===== config.mk =====
export PLATFORM = sky130hd
export DESIGN_NAME = pcr_port_cap_regs
export DESIGN_NICKNAME = d
export VERILOG_FILES = /design/src/core/pcr_pkg.sv /design/src/core/pcr_sync.sv /design/src/core/pcr_spl_capture.sv /design/src/core/pcr_port_cap_regs.sv
export VERILOG_INCLUDE_DIRS = /design/src /design/src/core
export SDC_FILE = /design/constraint.sdc
export NUM_CORES = 1
export LEC_CHECK = 0
export BUFFER_PORTS_ARGS = -buffer_cell sky130_fd_sc_hd__buf_2
export CAP_MARGIN = 20
export CORE_MARGIN = 2
export CORE_UTILIZATION = 35
export DETAILED_ROUTE_END_ITERATION = 8
export PLACE_DENSITY = 0.79
export SETUP_SLACK_MARGIN = 0.4
export SKIP_CTS_REPAIR_TIMING = 1
export SYNTH_ARGS = -nofsm -noshare
export SYNTH_HDL_FRONTEND = slang
export SYNTH_SLANG_ARGS = --single-unit

===== constraint.sdc =====
create_clock -name clk_in -period 1.9 [get_ports clk_in]
set_input_delay 0.285 -clock clk_in [delete_from_list [all_inputs] [get_ports clk_in]]
set_output_delay 0.285 -clock clk_in [all_outputs]
set_load 0.02 [all_outputs]

===== src/core/pcr_map.svh =====
// Offsets, field positions and reset values of the port capability registers
`ifndef PCR_MAP_SVH
`define PCR_MAP_SVH

`define PCR_OFF_CAP_HDR      8'hc0
`define PCR_OFF_DEV_CAP      8'hc4

`define PCR_CAP_ID           8'h10
`define PCR_NEXT_PTR         8'h00
`define PCR_CAP_VER          4'h2
`define PCR_TYPE_UP          4'h5
`define PCR_TYPE_DN          4'h6
`define PCR_MSG_NUM          5'h00

`define PCR_PL_128           3'h0
`define PCR_PL_256           3'h1
`define PCR_PL_512           3'h2
`define PCR_PHANTOM          2'h0
`define PCR_EXT_TAG          1'h0
`define PCR_LAT_L0S          3'h0
`define PCR_LAT_L1           3'h0
`define PCR_RBER_RST         1'h1
`define PCR_SPL_VAL_RST      8'h00
`define PCR_SPL_SCL_RST      2'h0

`define PCR_HDR_SLOT_BIT     24
`define PCR_CAP_PL_LSB       0
`define PCR_CAP_RBER_BIT     15
`define PCR_CAP_SPLV_LSB     18
`define PCR_CAP_SPLS_LSB     26

`endif


===== src/core/pcr_pkg.sv =====
// Types shared by the port capability register files
package pcr_pkg;
	typedef enum logic [1:0] {
		PCR_ST_RESET = 2'b01,
		PCR_ST_RUN   = 2'b10
	} pcr_state_t;
	typedef logic [31:0] pcr_word_t;
endpackage


===== src/core/pcr_sync.sv =====
// Three-stage pin synchroniser with agreement check
`timescale 1ns/10ps
`default_nettype none
module pcr_sync (
	input  wire logic clk_in,
	input  wire logic resetn_in,
	input  wire logic pin_in,
	output var  logic level_out
);
	logic s1_ff;
	logic s2_ff;
	logic s3_ff;
	logic lvl_ff;
	always_ff @(posedge clk_in) begin
		if (!resetn_in) begin
			s1_ff  <= 1'b0;
			s2_ff  <= 1'b0;
			s3_ff  <= 1'b0;
			lvl_ff <= 1'b0;
		end else begin
			s1_ff <= pin_in;
			s2_ff <= s1_ff;
			s3_ff <= s2_ff;
			if (s2_ff == s3_ff) begin
				lvl_ff <= s3_ff;
			end
		end
	end
	assign level_out = lvl_ff;
endmodule
`default_nettype wire


===== src/core/pcr_spl_capture.sv =====
// Slot power limit capture for the upstream port
`timescale 1ns/10ps
`default_nettype none
`include "pcr_map.svh"
module pcr_spl_capture
	import pcr_pkg::*;
#(
	parameter bit IS_UPSTREAM = 1'b1
) (
	input  wire logic       clk_in,
	input  wire logic       resetn_in,
	input  wire logic       msg_valid_in,
	input  wire logic [7:0] msg_value_in,
	input  wire logic [1:0] msg_scale_in,
	output var  logic [7:0] value_out,
	output var  logic [1:0] scale_out
);
	logic [7:0] value_ff;
	logic [1:0] scale_ff;
	wire        take_msg = IS_UPSTREAM && msg_valid_in;
	always_ff @(posedge clk_in) begin
		if (!resetn_in) begin
			value_ff <= `PCR_SPL_VAL_RST;
			scale_ff <= `PCR_SPL_SCL_RST;
		end else if (take_msg) begin
			value_ff <= msg_value_in;
			scale_ff <= msg_scale_in;
		end
	end
	assign value_out = value_ff;
	assign scale_out = scale_ff;
endmodule
`default_nettype wire


===== src/core/pcr_port_cap_regs.sv =====
// Capability header and device capabilities registers of one switch port
//
// Overview of operation
// Header low byte always reads capability identifier 10h.
// Next-capability pointer byte always reads zero.
// Capability version field reads 2.
// Port type resets to 0101b upstream, 0110b downstream.
// Slot-present resets 1 downstream, 0 upstream; loader may override downstream only.
// Interrupt message number field reads zero.
// Payload codes: 000b 128, 001b 256, 010b 512 bytes; others reserved.
// Payload field resets 001b with strap low, 010b with strap high.
// Payloads up to 512 bytes; loader may override the payload field.
// Phantom functions field always reads 00b.
// Extended tag supported bit always reads zero.
// L0s and L1 acceptable latency fields reset 000b, read-only.
// Role-based error reporting resets 1; loader may override.
// Upstream only: slot power value resets 00h, set by message.
// Upstream only: slot power scale resets 00b, set by message.
// Configuration writes ignored; reserved bits read zero.
// Loader overrides use a private write path past read-only.
`timescale 1ns/10ps
`default_nettype none
`include "pcr_map.svh"
module pcr_port_cap_regs
	import pcr_pkg::*;
#(
	parameter bit IS_UPSTREAM = 1'b1
) (
	input  wire logic        clk_in,
	input  wire logic        resetn_in,
	input  wire logic        payload_size_strap_in,
	input  wire logic        cfg_rd_in,
	input  wire logic        cfg_wr_in,
	input  wire logic [7:0]  cfg_addr_in,
	input  wire logic [31:0] cfg_wdata_in,
	output var  logic [31:0] cfg_rdata_out,
	output var  logic        cfg_rvalid_out,
	input  wire logic        ld_wr_in,
	input  wire logic [7:0]  ld_addr_in,
	input  wire logic [31:0] ld_wdata_in,
	input  wire logic        spl_msg_valid_in,
	input  wire logic [7:0]  spl_msg_value_in,
	input  wire logic [1:0]  spl_msg_scale_in,
	output var  logic [2:0]  max_payload_out
);
	////////////////////////////////////////////////////////////////////////
	logic       strap_lvl;
	logic [7:0] spl_value;
	logic [1:0] spl_scale;

	pcr_sync u_strap_sync (
		.clk_in    (clk_in),
		.resetn_in (resetn_in),
		.pin_in    (payload_size_strap_in),
		.level_out (strap_lvl)
	);

	// value captured from message
	pcr_spl_capture #(
		.IS_UPSTREAM (IS_UPSTREAM)
	) u_spl (
		.clk_in       (clk_in),
		.resetn_in    (resetn_in),
		.msg_valid_in (spl_msg_valid_in),
		.msg_value_in (spl_msg_value_in),
		.msg_scale_in (spl_msg_scale_in),
		.value_out    (spl_value),
		.scale_out    (spl_scale)
	);

	////////////////////////////////////////////////////////////////////////
	// Strap is caught after release, once synchroniser has settled
	pcr_state_t state_ff;
	pcr_state_t nxt_state;
	logic [2:0] settle_ff;
	logic [2:0] nxt_settle;
	logic       slot_ff;
	logic [2:0] pl_ff;
	logic       rber_ff;
	logic [2:0] nxt_pl;
	logic       nxt_slot;
	logic       nxt_rber;
	logic [31:0] rdata_ff;
	logic        rvalid_ff;
	logic [2:0]  mps_ff;

	wire settled   = (settle_ff == 3'h4);
	wire ld_hdr    = ld_wr_in && (ld_addr_in == `PCR_OFF_CAP_HDR);
	wire ld_cap    = ld_wr_in && (ld_addr_in == `PCR_OFF_DEV_CAP);
	wire [2:0] ld_pl = ld_wdata_in[`PCR_CAP_PL_LSB +: 3];
	// reserved payload codes refused by loader
	wire ld_pl_ok  = (ld_pl == `PCR_PL_128) || (ld_pl == `PCR_PL_256) ||
		(ld_pl == `PCR_PL_512);
	// strap selects default payload
	wire [2:0] strap_pl = strap_lvl ? `PCR_PL_512 : `PCR_PL_256;
	wire strap_take = (state_ff == PCR_ST_RESET) && settled;

	always_comb begin
		nxt_state  = state_ff;
		nxt_settle = settle_ff;
		nxt_pl     = pl_ff;
		nxt_slot   = slot_ff;
		nxt_rber   = rber_ff;
		unique case (state_ff)
			PCR_ST_RESET: begin
				if (settled) begin
					nxt_state = PCR_ST_RUN;
					nxt_pl    = strap_pl;
				end else begin
					nxt_settle = settle_ff + 3'h1;
				end
			end
			PCR_ST_RUN: begin
			end
			default: begin
				nxt_state = PCR_ST_RESET;
			end
		endcase
		// loader bypasses read-only protection
		if (ld_hdr && !IS_UPSTREAM) begin
			nxt_slot = ld_wdata_in[`PCR_HDR_SLOT_BIT];
		end
		// loader override of payload
		if (ld_cap && ld_pl_ok && !strap_take) begin
			nxt_pl = ld_pl;
		end
		// loader override of error reporting
		if (ld_cap) begin
			nxt_rber = ld_wdata_in[`PCR_CAP_RBER_BIT];
		end
	end

	always_ff @(posedge clk_in) begin
		if (!resetn_in) begin
			state_ff  <= PCR_ST_RESET;
			settle_ff <= 3'h0;
			// slot default by port role
			slot_ff   <= IS_UPSTREAM ? 1'b0 : 1'b1;
			pl_ff     <= `PCR_PL_256;
			// role-based reporting supported
			rber_ff   <= `PCR_RBER_RST;
		end else begin
			state_ff  <= nxt_state;
			settle_ff <= nxt_settle;
			slot_ff   <= nxt_slot;
			pl_ff     <= nxt_pl;
			rber_ff   <= nxt_rber;
		end
	end

	////////////////////////////////////////////////////////////////////////
	// port type by role
	wire [3:0] port_type = IS_UPSTREAM ? `PCR_TYPE_UP : `PCR_TYPE_DN;

	// identifier; R2: next pointer; R3: version; R6: message number
	wire [31:0] hdr_word = {2'h0, `PCR_MSG_NUM, slot_ff, port_type,
		`PCR_CAP_VER, `PCR_NEXT_PTR, `PCR_CAP_ID};

	// phantom; R11: ext tag; R12: latencies; R15: scale
	wire [31:0] cap_word = {4'h0, spl_scale, spl_value, 2'h0, rber_ff,
		3'h0, `PCR_LAT_L1, `PCR_LAT_L0S, `PCR_EXT_TAG, `PCR_PHANTOM, pl_ff};

	// unmapped and reserved read as zero
	wire [31:0] rd_word = (cfg_addr_in == `PCR_OFF_CAP_HDR) ? hdr_word :
		(cfg_addr_in == `PCR_OFF_DEV_CAP) ? cap_word : 32'h0000_0000;

	// configuration writes have no path into the registers
	wire cfg_wr_unused = cfg_wr_in & (|cfg_wdata_in);

	always_ff @(posedge clk_in) begin
		if (!resetn_in) begin
			rdata_ff  <= 32'h0000_0000;
			rvalid_ff <= 1'b0;
			mps_ff    <= `PCR_PL_256;
		end else begin
			rvalid_ff <= cfg_rd_in;
			rdata_ff  <= cfg_rd_in ? rd_word : 32'h0000_0000;
			mps_ff    <= pl_ff;
		end
	end

	assign cfg_rdata_out   = rdata_ff;
	assign cfg_rvalid_out  = rvalid_ff;
	assign max_payload_out = mps_ff;
endmodule
`default_nettype wire


# Word-level counts from Yosys, hierarchy flattened
# Cells that the tools add are included.
totals:
  out_inout_bits: 36
  elab_cells: 58
  register_bits: 59
  in_bits: 97
classes:
  n_bitwise: 6
  eq_ne: 10
  addsub: 1
  muxes: 8
  n_reduce_logical: 17
ops:
  columns: ["op", "count"]
  rows:
  - ["$mux 23", 2]
  - ["$eq 8x8->1 const B", 3]
  - ["$mux 3", 3]
  - ["$reduce_and 2->1", 4]
  - ["$not 1->1", 6]
  - ["$reduce_or 3->1", 2]
  - ["$logic_and 1x1->1", 4]
  - ["$mux 2", 2]
  - ["$pmux 2 s2", 1]
  - ["$reduce_bool 2->1", 2]
  - ["$reduce_or 4->1", 1]
  - ["$add 3x1->3 const B", 1]
  - ["$eq 3x1->1 const B", 1]
  - ["$eq 3x2->1 const B", 1]
  - ["$eq 3x3->1 const B", 1]
  - ["$logic_not 3->1", 1]
  - ["$eq 2x1->1 const B", 1]
  - ["$eq 2x2->1 const B", 1]
  - ["$logic_or 1x1->1", 2]
  - ["$ne 2x2->1 const B", 1]
  - ["$eq 1x1->1", 1]
  - ["$logic_not 1->1", 1]

# Depth between registers and ports, before layout
depth:
  depth_word: 7
  mapped_depth: 6
  mapped_depth_nobuf: 6

# Hierarchy
# A second synthesis with hierarchy kept.
unflattened:
  hier_cells: 160
  hier_area_um2: 1674.1
modules_own_cells:
  columns: ["module", "cells_each", "n_inst", "seq_area_each_um2", "area_per_inst_um2"]
  rows:
  - ["pcr_port_cap_regs", 119, 1, 560.5, 1183.6]
  - ["pcr_spl_capture", 31, 1, 200.2, 374.1]
  - ["pcr_sync", 10, 1, 80.1, 116.4]

# Worst setup path before layout
# Ideal clock, no wire load.
synth_timing:
  path_kind: "input port to flip-flop"
  startpoint: "input cfg_addr_in[5]"
  endpoint: "register rdata_ff[15], in the netlist cfg_rdata_out[15]"
  setup_slack_ns: 0.457
  arrival_ns: 1.383
  path_buffers: 1
  cell_stages: 4
  required_ns: 1.840
  setup_time_ns: 0.060
  path_cell_list: "or4_4 > nor4_4 > buf_6 > and3_1"
synth_between:
  elab_chain_len: 3
  word_cells_on_any_way: 4
  classes_between: "eq/ne: 2; bitwise: 1; reduce/logical: 1"
synth_rtl:
  columns: ["item", "line_no", "source"]
  rows:
  - ["from (decl)", "pcr_port_cap_regs.sv:34", "input wire logic [7:0] cfg_addr_in,"]
  - ["$eq 8x8->1 (no source line)", null, null]
  - ["$not 1->1 (no source line)", null, null]
  - ["$reduce_or 4->1 (no source line) *", null, null]
  - ["to (signal assigned)", "pcr_port_cap_regs.sv:177", "rdata_ff <= cfg_rd_in ? rd_word : 32'h0000_0000;"]
  - ["to (decl)", "pcr_port_cap_regs.sv:83", "logic [31:0] rdata_ff;"]
# Every way passes the cells marked *; elsewhere a longest branch is shown, timed or not.
# A chain may end at the register's enable or synchronous reset.

# Worst setup path after layout
layout_timing:
  startpoint: "register settle_ff[0]"
  endpoint: "register pl_ff[0]"
layout_between:
  elab_chain_len: 6
  word_cells_on_any_way: 8
  classes_between: "eq/ne: 1; mux: 1; reduce/logical: 6"
layout_rtl:
  columns: ["item", "line_no", "source"]
  rows:
  - ["from (decl)", "pcr_port_cap_regs.sv:75", "logic [2:0] settle_ff;"]
  - ["from (signal assigned)", "pcr_port_cap_regs.sv:144", "settle_ff <= nxt_settle;"]
  - ["$eq 3x3->1 *", "pcr_port_cap_regs.sv:87", "wire settled = (settle_ff == 3'h4);"]
  - ["$logic_and 1x1->1", "pcr_port_cap_regs.sv:96", "wire strap_take = (state_ff == PCR_ST_RESET) && settled;"]
  - ["$logic_not 1->1", "pcr_port_cap_regs.sv:124", "if (ld_cap && ld_pl_ok && !strap_take) begin"]
  - ["$logic_and 1x1->1", "pcr_port_cap_regs.sv:124", null]
  - ["$reduce_bool 2->1 (no source line)", null, null]
  - ["$reduce_and 2->1 (no source line)", null, null]
  - ["to (signal assigned)", "pcr_port_cap_regs.sv:139", "pl_ff <= `PCR_PL_256;"]
  - ["to (signal assigned)", "pcr_port_cap_regs.sv:146", "pl_ff <= nxt_pl;"]
  - ["to (decl)", "pcr_port_cap_regs.sv:78", "logic [2:0] pl_ff;"]
# Marked as above.

==> run_results.csv <==
group,metric,value,unit
place,port_buffers,55,
job,drv_cap,0,
clock_tree,cts-htree-levels,2,
die,die_h,72.17,um
yosys,yosys_warnings,0,
power_and_ir_drop,power.density,871.5,nW/um2
clock_tree,clk_path_buf_depth,2,
clock_tree,cts_sinks,42,
die,die_area,5209,um2
die,die_x,72.17,um
drt,drt_pre_antenna_iters,4,
drt,drt-total-wl,2802,um
finish,final_nets,312,
global_routing,grt_pass1_vias,1014,
sta,final_hold_viol_count,0,
setup_path,critPathBufInv,1,
clock_tree,cts_buffers,5,
yosys,syn_area,1627,um2
power_and_ir_drop,ir_drop,0.0002852,V
yosys,synth_top_area_share,0.5169,
global_routing,grt_max_degree,28,
setup_path,worstPathRequired,2080,ps
yosys,seq_area_frac_synth,0.5169,
setup_path,slowest_stage,"dfxtp_1",
sta,period_share,0.7128,
setup_path,cpPeakStageDelay,380,ps
setup_path,arrival,1540,ps
run_status,status,"finished, final reports clean",
drt,ant_nets,0,
clock_tree,path_clk_slew,80,ps
drt,drcViolationCount,0,
yosys,syn-instance-count,155,
global_routing,grt-ovfl-total,0,
sta,fin_skew,1.921,ps
die,ios,133,
global_routing,grt.total_usage,0.1088,
die,initial_core_util,0.3685,
setup_path,worst_setup_path_start_kind,"flip-flop",
yosys,avgSynthCellArea,10.49,um2
clock_tree,cts_tree,"done",
drt,num_vias,1160,
global_routing,antenna_found_initial,0,
finish,syn_to_final_growth,21.38,%
finish,fillers,420,
setup_path,end_kind,"flip-flop",
finish,multiInputGateArea,658.1,um2
finish,drive_gt1_frac,0.3551,
yosys,yosysUniqueCellTypes,35,
setup_path,crit_fanout,5,
drt,viasPerCell,4.361,
yosys,yosys_register_bits,42,
die,rows,24,
clock_tree,cts_root_buffer,"clkbuf_8",
yosys,synthTopCellsByArea,"dfxtp_1, buf_4, mux2i_1",
power_and_ir_drop,p_leak,1.001,nW
sta,min_period,1354,ps
clock_tree,worstSkewPairLatency,290,ps
setup_path,path_class,"reg -> reg",
setup_path,cpLargestDelayFamily,"flip-flops",
global_routing,grt_pass1_wl,4347,um
sta,setup_viol_count_final,0,
setup_path,crit_chain,"inv_1 > ha_1 > nand3_1 > nand2_1 > o311a_1",
sta,fmax,0.7384,GHz
sta,fin_tns_setup,0,ps
yosys,yosys.area.top_type,"dfxtp_1",
finish,diodes,0,
finish,register_area,840.8,um2
sta,rsz0062_at_grt,"no",
drt,avgRoutedWirePerCell,10.53,um
sta,finalMaxSlewViolations,0,
die,fp.coreArea,4414,um2
place,gp_routability_congestion,0.6955,
place,dp.final_hpwl,2142,um
drt,drt_iter0_markers,15,
finish,fin_util,0.4473,
finish,final_common_cell,"buf_2",
min_path,min-delay-path-class,"in -> reg",
finish,layout_common_cells,"buf_2, dfxtp_1, conb_1",
-- power by group --
group	switching (W)	leakage [nW]	internal, W
sequential	0.0000258	0.342	0.000921
combinational	0.000119	0.615	0.0000977
clock	0.000299	0.0441	0.000258
total	0.000444	1.00	0.00128
-- kinds of logic after synthesis --
logic type,after synthesis,share of synthesized area
compound gates,11,0.04461
xor+xnor,2,0.01077
fa+ha+maj,2,0.01538
buf+inv,27,0.1131
flops,42,0.5169
mux,11,0.06770
other cells,1,0.002305
simple gates,59,0.2292
-- final timing paths --
kind                               from                  to  slack, ps  cells after the start
hold reg to reg      u_strap_sync.s1_ff  u_strap_sync.s2_ff        450                      1
setup / recovery           settle_ff[0]            pl_ff[0]        550                      5
hold / removal    payload_size_strap_in  u_strap_sync.s1_ff        200                      2
setup reg to reg           settle_ff[0]            pl_ff[0]        550                      5
-- routing by layer --
layer,wire length [um],global-route usage
met1,1159,0.1181
met2,1319,0.1845
met3,262,0.04028
met4,60,0.05660
met5,0,0
-- state kept, by name, indices dropped and copies added, names as in the netlist --
register / flops
u_strap_sync.s1_ff: 1
state_ff: 2
settle_ff: 3
u_strap_sync.s3_ff: 1
rber_ff: 1
max_payload_out: 3
cfg_rdata_out: 15
pl_ff: 3
u_spl.value_out: 8
u_strap_sync.s2_ff: 1
u_spl.scale_out: 2
cfg_rvalid_out: 1
u_strap_sync.level_out: 1
-- synthesized netlist by cell type, drive strengths merged --
library cell,number
dfxtp,42
a21boi,2
ha,2
buf,19
or2,2
o31ai,1
and2b,1
nand4,1
a21oi,3
nand2,10
conb,1
o21ai,2
nor2,1
and2,9
inv,4
a21o,2
nand4b,1
nand2b,2
nor4,3
nor3b,1
and3,12
o311a,1
clkbuf,4
mux2i,11
or4,1
nor2b,11
nand3,4
xnor2,2
-- stage by stage --
| stage | instance area [um2] | power (W) | instances | hold WS (ps) | setup slack, ps |
|---|---|---|---|---|---|
| final | 1974 | 0.001721 | 266 | 202.4 | 545.7 |
| after global routing | 1974 | 0.001815 | 266 | 206.9 | 477.3 |
| after CTS | 1974 | 0.001741 | 266 | 195.9 | 534.3 |
| after detailed placement | 1884 | 0.001189 | 258 | 423.7 | 255.1 |
| after global placement | 1884 | 0.001173 | 258 | 419.9 | 262.1 |
| after floorplan | 1683 | 0.001143 | 170 | 411.9 | 457.2 |
-- final cells by class --
type                       count  area share
sequential                    42      0.4259
multi-input combinational    101      0.3333
timing repair buffer          59      0.1546
clock buffer                   5     0.03485
tap                           52     0.03295
clock inverter                 3     0.01077
inverter                       4    0.007605
Note: power is estimated with default switching activity, not from simulation.
